File: config.mk
export PLATFORM = sky130hd
export DESIGN_NAME = serial_config_regs
export DESIGN_NICKNAME = d
export VERILOG_FILES = /design/src/core/serial_config_regs.v
export VERILOG_INCLUDE_DIRS = /design/src /design/src/include
export SDC_FILE = /design/constraint.sdc
export NUM_CORES = 1
export LEC_CHECK = 0
export BUFFER_PORTS_ARGS = -buffer_cell sky130_fd_sc_hd__buf_4
export CAP_MARGIN = 10
export CORE_ASPECT_RATIO = 1.4
export CORE_MARGIN = 2
export CORE_UTILIZATION = 52
export DETAILED_ROUTE_END_ITERATION = 16
export GPL_TIMING_DRIVEN = 0
export PLACE_DENSITY = 0.78
export REMOVE_ABC_BUFFERS = 1
export SLEW_MARGIN = 20
export SYNTH_ARGS = -nofsm -noshare
export SYNTH_HDL_FRONTEND = slang
export SYNTH_SLANG_ARGS = --single-unit
File: constraint.sdc
create_clock -name sys_clk -period 2 [get_ports sys_clk]
set_input_delay 0.3 -clock sys_clk [delete_from_list [all_inputs] [get_ports sys_clk]]
set_output_delay 0.3 -clock sys_clk [all_outputs]
set_load 0.02 [all_outputs]
File: src/include/serial_regs_defines.vh
/*
  constants for the serial configuration and general control register pair:
  addresses, field positions, reset values and frame timing.
  assumes a 16-bit serial frame with a 10-bit data field.
*/
`ifndef SERIAL_REGS_DEFINES_VH
`define SERIAL_REGS_DEFINES_VH

`define ADDR_NOP           5'h00
`define ADDR_SERIAL_CFG    5'h01
`define ADDR_GENERAL       5'h02
`define ADDR_LAST_RW       5'h07
`define ADDR_MON_FIRST     5'h0A
`define ADDR_MON_LAST      5'h0F

`define FRAME_BITS         5'd16
`define SERIAL_CFG_RESET   10'h00F
`define GENERAL_RESET      10'h000
`define SERIAL_CFG_WMASK   10'h03F
`define GENERAL_WMASK      10'h1F7
`define NOP_READ_VALUE     10'h009

`define BIT_CLK_FAULT      9
`define BIT_PARITY_FAULT   8
`define BIT_ACCESS_FAULT   7
`define BIT_RESET_SEEN     6
`define BIT_CHAIN_MODE     5
`define BIT_CHAIN_FORMAT   4
`define BIT_REG_CTRL       8
`define BIT_CH1_DIM_SRC    7
`define BIT_CH2_DIM_SRC    6
`define BIT_CH1_CONV_EN    5
`define BIT_CH2_CONV_EN    4

`define RATE_CODE_200      3'h0
`define RATE_CODE_333      3'h1
`define RATE_CODE_400      3'h2
`define RATE_CODE_500      3'h3
`define RATE_CODE_667      3'h4
`define RATE_CODE_1000     3'h5
`define RATE_CODE_2000     3'h6
`define RATE_CODE_200B     3'h7

`endif

File: src/core/serial_config_regs.v
/*
  serial slave holding the serial configuration/status register and the
  general control register of a dual-channel led driver.
  assumes chip_select_n, serial_clk, serial_in and reset_pin_n come from
  outside sys_clk; each passes three flip-flops. frames are msb first:
  bit15 rw (1 = write), bits14:10 address, bits9:0 data. parity is odd
  over all bits of a frame. mode 0: sample on rising clock edge, shift out
  on falling edge.
*/
`timescale 1ns/10ps
`default_nettype none
`include "serial_regs_defines.vh"

// Overview of operation
// - frames whose clock count is not a multiple of 16 are rejected, bit 9 set
// - frames failing the parity check are rejected and set bit 8
// - bad write address, write under reset to a register other than the serial one, or nonzero read data set bit 7
// - the three fault flags are latched and cleared by reading the register
// - bit 4 chooses chain readback format, used only in chain mode
// - bits 3..0 enable four pin terminations, reset to 1, 0 disables
// - general bit 8 selects register control; default 0 means pin control
// - bits 7,6 choose register or pin dimming, only under register control
// - bits 5,4 enable each channel converter under register control, reset 0
// - bits 2:0 choose the shared dimming rate from eight codes
// - a combined fault output is the or of the three fault flags
// - the serial register is not reset by the reset pin (bit 6 only records it) and accepts writes under it
module serial_config_regs (
  input  wire        sys_clk,
  input  wire        resetn,
  input  wire        chip_select_n,
  input  wire        serial_clk,
  input  wire        serial_in,
  input  wire        reset_pin_n,
  input  wire        dim_pin_ch1,
  input  wire        dim_pin_ch2,
  input  wire        pin_enable_ch1,
  input  wire        pin_enable_ch2,
  input  wire        duty_dim_ch1,
  input  wire        duty_dim_ch2,
  input  wire [7:0]  device_status,
  output reg         serial_out,
  output reg         serial_out_en,
  output wire        serial_fault,
  output wire        chain_mode,
  output wire        chain_readback_format,
  output wire        reset_pin_pullup_en,
  output wire        select_pin_pullup_en,
  output wire        serial_clock_pulldown_en,
  output wire        serial_in_pulldown_en,
  output wire        register_control_select,
  output wire        ch1_dim_out,
  output wire        ch2_dim_out,
  output wire        ch1_converter_on,
  output wire        ch2_converter_on,
  output wire [2:0]  dimming_rate_code,
  output reg  [11:0] dimming_rate_hz
);

  // ----------------------------------------------------------------
  // input synchronisers
  // ----------------------------------------------------------------
  reg  [2:0] cs_sync;
  reg  [2:0] clk_sync;
  reg  [2:0] din_sync;
  reg  [2:0] rst_sync;
  reg        cs_n;
  reg        sck;
  reg        rst_pin_n;

  always @(posedge sys_clk or negedge resetn) begin
    if (!resetn) begin
      cs_sync   <= 3'h7;
      clk_sync  <= 3'h0;
      din_sync  <= 3'h0;
      rst_sync  <= 3'h7;
      cs_n      <= 1'b1;
      sck       <= 1'b0;
      rst_pin_n <= 1'b1;
    end else begin
      cs_sync  <= {cs_sync[1:0], chip_select_n};
      clk_sync <= {clk_sync[1:0], serial_clk};
      din_sync <= {din_sync[1:0], serial_in};
      rst_sync <= {rst_sync[1:0], reset_pin_n};
      if (cs_sync[1] == cs_sync[2])
        cs_n <= cs_sync[2];
      if (clk_sync[1] == clk_sync[2])
        sck <= clk_sync[2];
      if (rst_sync[1] == rst_sync[2])
        rst_pin_n <= rst_sync[2];
    end
  end

  wire sck_rise = (clk_sync[1] == clk_sync[2]) && clk_sync[2] && !sck;
  wire sck_fall = (clk_sync[1] == clk_sync[2]) && !clk_sync[2] && sck;
  wire cs_start = (cs_sync[1] == cs_sync[2]) && !cs_sync[2] && cs_n;
  wire cs_end   = (cs_sync[1] == cs_sync[2]) && cs_sync[2] && !cs_n;
  wire din_bit  = din_sync[2];

  // ----------------------------------------------------------------
  // registers
  // ----------------------------------------------------------------
  reg        clk_fault;
  reg        parity_fault;
  reg        access_fault;
  reg        reset_seen_flag;
  reg  [5:0] serial_ctrl;
  reg  [9:0] general_control;

  wire [9:0] serial_config_status = {clk_fault, parity_fault, access_fault,
                                     reset_seen_flag, serial_ctrl};

  function addr_writable;
    input [4:0] a;
    begin
      addr_writable = (a <= `ADDR_LAST_RW);
    end
  endfunction

  function addr_readable;
    input [4:0] a;
    begin
      addr_readable = (a <= `ADDR_LAST_RW) ||
                      (a >= `ADDR_MON_FIRST && a <= `ADDR_MON_LAST);
    end
  endfunction

  // ----------------------------------------------------------------
  // frame receiver
  // ----------------------------------------------------------------
  reg  [15:0] shift_in;
  reg  [15:0] shift_out;
  reg  [9:0]  bit_count;
  reg         parity_acc;
  reg         in_frame;
  reg  [4:0]  last_addr;
  reg         read_cfg_done;

  wire [3:0]  count_mod = bit_count[3:0];
  wire        frame_rw  = shift_in[15];
  wire [4:0]  frame_adr = shift_in[14:10];
  wire [9:0]  frame_dat = shift_in[9:0];
  wire        frame_ok_len = (count_mod == 4'h0) && (bit_count != 10'h000);
  wire        frame_ok_par = parity_acc;
  wire        access_bad =
    frame_rw ? (!addr_writable(frame_adr) ||
                (!rst_pin_n && frame_adr != `ADDR_SERIAL_CFG))
             : (frame_dat != 10'h000 || !addr_readable(frame_adr));
  wire        frame_good = cs_end && in_frame && frame_ok_len && frame_ok_par && !access_bad;
  wire        clk_evt    = cs_end && in_frame && !frame_ok_len;
  wire        par_evt    = cs_end && in_frame && frame_ok_len && !frame_ok_par;
  wire        acc_evt    = cs_end && in_frame && frame_ok_len && frame_ok_par && access_bad;
  wire        word_done  = sck_rise && !cs_n && (count_mod == 4'hF);

  function [9:0] read_word;
    input [4:0] a;
    begin
      case (a)
        `ADDR_NOP:        read_word = `NOP_READ_VALUE;
        `ADDR_SERIAL_CFG: read_word = serial_config_status;
        `ADDR_GENERAL:    read_word = general_control & `GENERAL_WMASK;
        default:          read_word = 10'h000;
      endcase
    end
  endfunction

  // readback word is queued after each complete word; chain format picks header
  wire [15:0] shifted_next    = {shift_in[14:0], din_bit};
  wire [9:0]  read_value_next = read_word(shifted_next[14:10]);
  wire [5:0]  read_hdr = (serial_ctrl[`BIT_CHAIN_MODE] && serial_ctrl[`BIT_CHAIN_FORMAT]) ?
                         device_status[5:0] : shifted_next[15:10];

  always @(posedge sys_clk or negedge resetn) begin
    if (!resetn) begin
      shift_in      <= 16'h0000;
      shift_out     <= 16'h0000;
      bit_count     <= 10'h000;
      parity_acc    <= 1'b0;
      in_frame      <= 1'b0;
      last_addr     <= 5'h00;
      serial_out    <= 1'b0;
      serial_out_en <= 1'b0;
      read_cfg_done <= 1'b0;
    end else begin
      read_cfg_done <= 1'b0;
      if (cs_start) begin
        bit_count     <= 10'h000;
        parity_acc    <= 1'b0;
        in_frame      <= 1'b1;
        serial_out_en <= 1'b1;
      end else if (cs_end) begin
        in_frame      <= 1'b0;
        serial_out_en <= 1'b0;
        if (frame_good && !frame_rw && frame_adr == `ADDR_SERIAL_CFG)
          read_cfg_done <= 1'b1;
        if (frame_good)
          last_addr <= frame_adr;
      end else if (!cs_n) begin
        if (sck_rise) begin
          shift_in   <= {shift_in[14:0], din_bit};
          parity_acc <= parity_acc ^ din_bit;
          bit_count  <= bit_count + 10'h001;
        end
        if (word_done) begin
          shift_out <= {read_hdr, read_value_next};
        end else if (sck_fall) begin
          // the closing falling edge of a word already puts out the next word's msb
          serial_out <= shift_out[15];
          shift_out  <= {shift_out[14:0], 1'b0};
        end
      end
    end
  end

  // ----------------------------------------------------------------
  // register updates
  // ----------------------------------------------------------------
  localparam [9:0] CFG_RESET_WORD = `SERIAL_CFG_RESET;
  localparam [9:0] CFG_WRITE_MASK = `SERIAL_CFG_WMASK;
  wire wr_cfg = frame_good && frame_rw && frame_adr == `ADDR_SERIAL_CFG;
  wire wr_gen = frame_good && frame_rw && frame_adr == `ADDR_GENERAL;

  // serial register is only reset by resetn, never by the reset pin
  always @(posedge sys_clk or negedge resetn) begin
    if (!resetn) begin
      clk_fault       <= 1'b0;
      parity_fault    <= 1'b0;
      access_fault    <= 1'b0;
      reset_seen_flag <= 1'b0;
      serial_ctrl     <= CFG_RESET_WORD[5:0];
    end else begin
      if (clk_evt)
        clk_fault <= 1'b1;
      else if (read_cfg_done)
        clk_fault <= 1'b0;
      if (par_evt)
        parity_fault <= 1'b1;
      else if (read_cfg_done)
        parity_fault <= 1'b0;
      if (acc_evt)
        access_fault <= 1'b1;
      else if (read_cfg_done)
        access_fault <= 1'b0;
      if (!rst_pin_n)
        reset_seen_flag <= 1'b1;
      else if (read_cfg_done)
        reset_seen_flag <= 1'b0;
      if (wr_cfg)
        serial_ctrl <= frame_dat[5:0] & CFG_WRITE_MASK[5:0];
    end
  end

  // general register follows the reset pin as well as resetn
  always @(posedge sys_clk or negedge resetn) begin
    if (!resetn)
      general_control <= `GENERAL_RESET;
    else if (!rst_pin_n)
      general_control <= `GENERAL_RESET;
    else if (wr_gen)
      general_control <= frame_dat & `GENERAL_WMASK;
  end

  // ----------------------------------------------------------------
  // outputs
  // ----------------------------------------------------------------
  assign serial_fault = clk_fault | parity_fault | access_fault;
  assign chain_mode               = serial_ctrl[`BIT_CHAIN_MODE];
  assign chain_readback_format    = serial_ctrl[`BIT_CHAIN_FORMAT];
  assign reset_pin_pullup_en      = serial_ctrl[3];
  assign select_pin_pullup_en     = serial_ctrl[2];
  assign serial_clock_pulldown_en = serial_ctrl[1];
  assign serial_in_pulldown_en    = serial_ctrl[0];
  assign register_control_select  = general_control[`BIT_REG_CTRL];

  wire ch1_reg_dim = register_control_select && general_control[`BIT_CH1_DIM_SRC];
  wire ch2_reg_dim = register_control_select && general_control[`BIT_CH2_DIM_SRC];
  assign ch1_dim_out = ch1_reg_dim ? duty_dim_ch1 : dim_pin_ch1;
  assign ch2_dim_out = ch2_reg_dim ? duty_dim_ch2 : dim_pin_ch2;
  assign ch1_converter_on = register_control_select ?
                            general_control[`BIT_CH1_CONV_EN] : pin_enable_ch1;
  assign ch2_converter_on = register_control_select ?
                            general_control[`BIT_CH2_CONV_EN] : pin_enable_ch2;
  assign dimming_rate_code = general_control[2:0];

  always @(posedge sys_clk or negedge resetn) begin
    if (!resetn) begin
      dimming_rate_hz <= 12'd200;
    end else begin
      case (dimming_rate_code)
        `RATE_CODE_200:  dimming_rate_hz <= 12'd200;
        `RATE_CODE_333:  dimming_rate_hz <= 12'd333;
        `RATE_CODE_400:  dimming_rate_hz <= 12'd400;
        `RATE_CODE_500:  dimming_rate_hz <= 12'd500;
        `RATE_CODE_667:  dimming_rate_hz <= 12'd667;
        `RATE_CODE_1000: dimming_rate_hz <= 12'd1000;
        `RATE_CODE_2000: dimming_rate_hz <= 12'd2000;
        default:         dimming_rate_hz <= 12'd200;
      endcase
    end
  end

endmodule
`default_nettype wire

# Yosys cells after proc, flatten, opt, wreduce, memory -nomap -nowiden
# Cells that the tools add are included.
# word_totals
inputBits	20
word_cells	137
register_bits	92
output_inout_bits	29
# classes
n_mux	30
n_eq_ne	19
add_sub_neg	1
n_lt_le_gt_ge	3
reduce_logical	56
n_bitwise	7
# ops
cell	n
$pmux 11 s6	1
$mux 10	4
$mux 16	2
$pmux 10 s3	1
$logic_and 1x1->1	28
$reduce_bool 10->1	2
$mux 1	19
$mux 9	2
$reduce_bool 2->1	6
$logic_not 1->1	11
$add 10x1->10 const B	1
$eq 5x1->1 const B	2
$eq 5x2->1 const B	2
$eq 3x3->1 const B	3
$reduce_and 4->1	2
$eq 3x2->1 const B	2
$mux 6	1
$ne 2x1->1 const B	3
$ge 5x4->1 const B	1
$le 5x3->1 const B	1
$le 5x4->1 const B	1
$logic_not 5->1	1
$ne 5x1->1 const B	1
$reduce_and 5->1	1
10 further kinds	18

# Longest topological paths before layout
# depth
ltp_word	13
depth_mapped	8
depth_no_buf	6

# Least setup slack after synthesis
# No wires, ideal clock.
# synth_path
path_type	reg-to-reg
from	register cs_sync[1]
to	register general_control[0]
arrival_time_ns	1.969
required_ns	1.920
path_buffers	0
setup_time_ns	0.080
setup_slack_ns	-0.048
stages_incl_launch_ff	6
synth_period_minus_slack_ns	2.048
path_cell_list	dfstp_2 -> ha_1 -> and3b_1 -> nand2_1 -> a2111oi_4 -> mux2i_1
# synth_between
elab_chain_cells	10
# synth_lines
item	line	text
from (decl)	serial_config_regs.v:62	reg [2:0] cs_sync;
from (signal assigned)	serial_config_regs.v:80	cs_sync <= {cs_sync[1:0], chip_select_n};
$eq 1x1->1	serial_config_regs.v:96	wire cs_end = (cs_sync[1] == cs_sync[2]) && cs_sync[2] && !cs_n;
$logic_and 1x1->1 (2 in a row)	serial_config_regs.v:96	
$logic_and 1x1->1 (4 in a row)	serial_config_regs.v:148	wire frame_good = cs_end && in_frame && frame_ok_len && frame_ok_par && !access_bad;
$logic_and 1x1->1	serial_config_regs.v:220	wire wr_gen = frame_good && frame_rw && frame_adr == `ADDR_GENERAL;
$logic_and 1x1->1 (no source line)	-	
$ne 2x1->1 (no source line)	-	
to (signal assigned)	serial_config_regs.v:255	general_control <= `GENERAL_RESET;
to (signal assigned)	serial_config_regs.v:257	general_control <= `GENERAL_RESET;
to (signal assigned)	serial_config_regs.v:259	general_control <= frame_dat & `GENERAL_WMASK;
to (decl)	serial_config_regs.v:107	reg [9:0] general_control;
# No other way between the ends.
# A chain may end at the register's enable or synchronous reset.

# Worst setup path in the final report
# layout_path
from	register cs_sync[1]
to	register bit_count[9]
# layout_between
elab_chain_cells	5
elab_cells_between_ends	10
classes_between	eq/ne: 3; mux: 1; reduce/logical: 6
# layout_lines
item	line	text
$eq 1x1->1 (*)	serial_config_regs.v:95, serial_config_regs.v:96	
$logic_and 1x1->1 (on tied branches) (2 in a row)	serial_config_regs.v:95, serial_config_regs.v:96	
$ne 2x2->1 (no source line) (tied with other cells)	-	
$reduce_and 3->1 (no source line)	-	
to (signal assigned)	serial_config_regs.v:201	bit_count <= bit_count + 10'h001;
to (decl)	serial_config_regs.v:132	reg [9:0] bit_count;
# Mark *: on every way between the ends. The rest lies on a longest branch, timed or not.

==> reports/metrics.json <==
{
  "timing.critical_path.cells": {"value": "ha_4 > nor4b_4 > buf_4 > nand3_2 > or4_4 > a21oi_2"},
  "proportion_of_power_drawn_by_the_clock_network": {"value": 32.2, "unit": "%"},
  "worstPathArrival": {"value": 2.26, "unit": "ns"},
  "power.internal": {"value": 3.095, "unit": "mW"},
  "synth_cells": {"value": 401},
  "place_congestion": {"value": 0.8689},
  "post-route-util": {"value": 64.05, "unit": "%"},
  "ys_top_cells_by_count": {"value": "100 x sky130_fd_sc_hd__nand2_1, 75 x sky130_fd_sc_hd__dfrtp_1, 29 x sky130_fd_sc_hd__nor2_1"},
  "io-pin-count": {"value": 49},
  "stdcell_count": {"value": 554},
  "tightest_slew": {"value": 0.7890, "unit": "ns"},
  "cell_leakage_power": {"value": 2.280, "unit": "nW"},
  "grt_antenna_before_repair": {"value": 0},
  "switching_share": {"value": 27.59, "unit": "%"},
  "power_frac_seq": {"value": 53.1, "unit": "%"},
  "violations": {"value": "hold timing"},
  "drtIter0Drc": {"value": 226},
  "tritoncts_num_sinks": {"value": 90},
  "fin_worst_hold_slack": {"value": -0.02572, "unit": "ns"},
  "synth_largest_area_cell": {"value": "sky130_fd_sc_hd__dfrtp_1"},
  "timing.setup.critical_path_class": {"value": "register to register"},
  "floorplan.initialDensity": {"value": 53.56, "unit": "%"},
  "combinationalPowerShare": {"value": 14.7, "unit": "%"},
  "status": {"value": "finished, violations left"},
  "post_synth_instance_area": {"value": 4125, "unit": "µm²"},
  "sequential_element_share_of_the_synthesized_area": {"value": 55.05, "unit": "%"},
  "maxCapViolCount": {"value": 0},
  "antenna_left": {"value": 0},
  "total_vias_in_the_final_route": {"value": 3046},
  "die-width": {"value": 79.28, "unit": "µm"},
  "synth-edff-count": {"value": 0},
  "critPathMaxStageDelay": {"value": 0.49, "unit": "ns"},
  "placementRows": {"value": 38},
  "htreeDepth": {"value": 3},
  "timing.final.setup_violations": {"value": 0},
  "min_period": {"value": 1.973, "unit": "ns"},
  "crit_path_slowest_cell": {"value": "sky130_fd_sc_hd__or4_4"},
  "power_density": {"value": 866.3, "unit": "nW/µm²"},
  "postSynth.asyncResetShare": {"value": 100.0, "unit": "%"},
  "max-clock-path-buffers": {"value": 2},
  "finalSetupTns": {"value": 0, "unit": "ns"},
  "post-route-cell-area": {"value": 4933, "unit": "µm²"},
  "clock_insertion_delay_worst_skew": {"value": 0.36, "unit": "ns"},
  "yosys-top-cells-area": {"value": "sky130_fd_sc_hd__dfrtp_1 45%, sky130_fd_sc_hd__dfstp_2 9.6%, sky130_fd_sc_hd__nand2_1 9.1%, sky130_fd_sc_hd__nor2_1 2.6%, sky130_fd_sc_hd__mux2_4 2.2%"},
  "global_route_wire_length_before_repair": {"value": 13680, "unit": "µm"},
  "dr.pass1.iters": {"value": 4},
  "cts.root.buffer_cell": {"value": "sky130_fd_sc_hd__clkbuf_8"},
  "crit_path_end_kind": {"value": "register"},
  "die-height": {"value": 109.4, "unit": "µm"},
  "tritoncts": {"value": "built"},
  "tritoncts.num_buffers": {"value": 9},
  "power.ir.vdd_worst": {"value": 0.0005407, "unit": "V"},
  "antenna_cell_count": {"value": 0},
  "slew_headroom": {"value": 47.40, "unit": "%"},
  "worstSetupStartpointType": {"value": "register"},
  "final_layout_size_suffix_gt1_share": {"value": 29.07, "unit": "%"},
  "place.detailed.hpwl": {"value": 5627, "unit": "µm"},
  "wl_per_cell": {"value": 15.20, "unit": "µm"},
  "grt_max_degree": {"value": 91},
  "worstHoldPathType": {"value": "input port to asynchronous set/reset pin"},
  "worst_clock_skew": {"value": 0.006019, "unit": "ns"},
  "numPlacedInstances": {"value": 523},
  "num-nets-final": {"value": 475},
  "path_clk_slew": {"value": 0.09, "unit": "ns"},
  "yosysUniqueCellTypes": {"value": 59},
  "synthesis.area_per_instance": {"value": 10.29, "unit": "µm²"},
  "crit_fanout": {"value": 5},
  "ys_dominant_reg_cell": {"value": "sky130_fd_sc_hd__dfrtp_1"},
  "first_global_vias": {"value": 2902},
  "top_count_cell_post_synth": {"value": "sky130_fd_sc_hd__nand2_1"},
  "grt_util_all_layers": {"value": 20.62, "unit": "%"},
  "crit_required": {"value": 2.29, "unit": "ns"},
  "buffer_ports.inserted": {"value": 45},
  "maximum_achievable_frequency": {"value": 0.5068, "unit": "GHz"},
  "overflow": {"value": 0},
  "synth_top_area_share": {"value": 45.50, "unit": "%"},
  "synth_seq_cells": {"value": 90},
  "route.detailed.vias_per_inst": {"value": 5.498},
  "synthToLayoutAreaGrowth": {"value": 19.59, "unit": "%"},
  "yosys_warnings": {"value": 0},
  "total_switching_power": {"value": 1.179, "unit": "mW"},
  "final.period_utilization": {"value": 98.66, "unit": "%"},
  "totalPowerFinal": {"value": 4.274, "unit": "mW"},
  "hold_viol_final": {"value": 10},
  "slew_violations": {"value": 0},
  "core_area": {"value": 7702, "unit": "µm²"},
  "route.final.wire_length": {"value": 8422, "unit": "µm"},
  "die_area": {"value": 8672, "unit": "µm²"},
  "placed_area": {"value": 4497, "unit": "µm²"},
  "drcViolationCount": {"value": 0}
}
## final cells by class
type / instances / area (µm²)
clock buffers: 10 / 137.6
clock inverters: 6 / 88.84
fillers: 600 / 2769
inverters: 15 / 56.30
multi-input cells: 272 / 1762
flip-flops and latches: 90 / 2273
well taps: 100 / 125.1
repair buffers: 61 / 490.5
## final timing paths
kind	startpoint	cells after the start	end	slack, ns
setup / recovery	cs_sync[1]	6	bit_count[9]	0.03
hold / removal	resetn	1	shift_in[7]	-0.03
setup reg to reg	cs_sync[1]	6	bit_count[9]	0.03
hold reg to reg	din_sync[0]	0	din_sync[1]	0.35
max in group asynchronous	resetn	1	shift_in[10]	1.44
min in group sys_clk	reset_pin_n	1	rst_sync[0]	0.04
## placed cells by master (no fill, tap or decap), types with 3 or more instances in the layout
cell | netlist | final
sky130_fd_sc_hd__and2_1 | 4 | 4
sky130_fd_sc_hd__o21ai_0 | 12 | 12
sky130_fd_sc_hd__dfstp_2 | 15 | 15
sky130_fd_sc_hd__xnor2_1 | 3 | 3
sky130_fd_sc_hd__mux2_4 | 6 | 6
sky130_fd_sc_hd__a22oi_1 | 7 | 7
sky130_fd_sc_hd__nand2_1 | 100 | 99
sky130_fd_sc_hd__dfrtp_1 | 75 | 73
sky130_fd_sc_hd__buf_4 | 4 | 57
sky130_fd_sc_hd__inv_1 | 15 | 15
sky130_fd_sc_hd__nand4_1 | 4 | 4
sky130_fd_sc_hd__and3_1 | 6 | 6
sky130_fd_sc_hd__a22o_1 | 3 | 3
sky130_fd_sc_hd__ha_1 | 6 | 4
sky130_fd_sc_hd__a211oi_1 | 6 | 6
sky130_fd_sc_hd__mux2_2 | 5 | 5
sky130_fd_sc_hd__a31oi_1 | 6 | 5
sky130_fd_sc_hd__nor4_2 | 1 | 3
sky130_fd_sc_hd__nor2_1 | 29 | 27
sky130_fd_sc_hd__nor2b_1 | 3 | 3
sky130_fd_sc_hd__clkbuf_8 | 0 | 10
sky130_fd_sc_hd__mux2i_1 | 8 | 8
sky130_fd_sc_hd__xor2_1 | 6 | 6
sky130_fd_sc_hd__nand3_1 | 10 | 9
sky130_fd_sc_hd__o31ai_1 | 8 | 8
## per-stage QoR
step / hold WS, ns / setup WS (ns)
global route: 0.02357 / -0.03301
floorplan: 0.004409 / -0.4350
global placement: 0.3331 / -1.038
finish: -0.02572 / 0.02677
detailed placement: 0.3393 / -0.4428
CTS: 0.02803 / 0.007677
## sequential cells by signal, summed over array words and instances (netlist names), 6 cells and up
name and flops:
bit_count 10, dimming_rate_hz 11, general_control 8, serial_ctrl 6, shift_in 16, shift_out 16
## cells by family (layout without fill, tap and decap cells)
| family | count (synthesis) | after routing | share of synthesized area [%] |
|---|---|---|---|
| AND/OR/NAND/NOR | 182 | 182 | 21.47 |
| flip-flops | 90 | 90 | 55.05 |
| AO/OA/AOI/OAI | 54 | 54 | 9.767 |
| buffers and inverters | 39 | 92 | 4.155 |
| multiplexers | 19 | 19 | 5.490 |
| XOR/XNOR | 9 | 9 | 1.911 |
| adder cells (fa/ha/maj) | 7 | 7 | 2.062 |
| other | 1 | 1 | 0.09090 |
## layer usage
layer | share of wire [%] | wire (µm) | global-route usage, % | up-vias
li1 | - | - | - | 1450
met1 | 39 | 3301 | 25.03 | 1498
met2 | 52 | 4421 | 34.99 | 76
met3 | 4.7 | 392 | 4.269 | 22
met4 | 3.6 | 307 | 10.10 | 0
met5 | 0 | 0 | 0 | -
## power by group through the flow
stage / Sequential, mW / Clock, mW / Combinational, mW
finish: 2.27 / 1.38 / 0.627
global route: 2.31 / 1.48 / 0.707
CTS: 2.27 / 1.40 / 0.617
detailed placement: 2.30 / 0 / 0.600
global placement: 2.29 / 0 / 0.568
floorplan: 2.26 / 0 / 0.403
## critical path: cells and delay by family (launching register included)
kind                       cells  cell delay [ns]
adders and majority gates      1             0.19
DFF                            1             0.40
buffers and inverters          1             0.20
and+or+nand+nor                3             0.99
AOI/OAI and AO/OA              1             0.13
## repair_timing
| action | CTS | global route |
|---|---|---|
| setup buffers | 8 | 7 |
| gates resized for setup | 7 | 10 |
| pin swaps | 4 | 5 |
| hold endpoints to repair | 0 | 0 |
| setup endpoints to repair | 37 | 33 |
| hold buffers | 0 | 0 |
No activity file was read; power rests on OpenSTA's default activity.
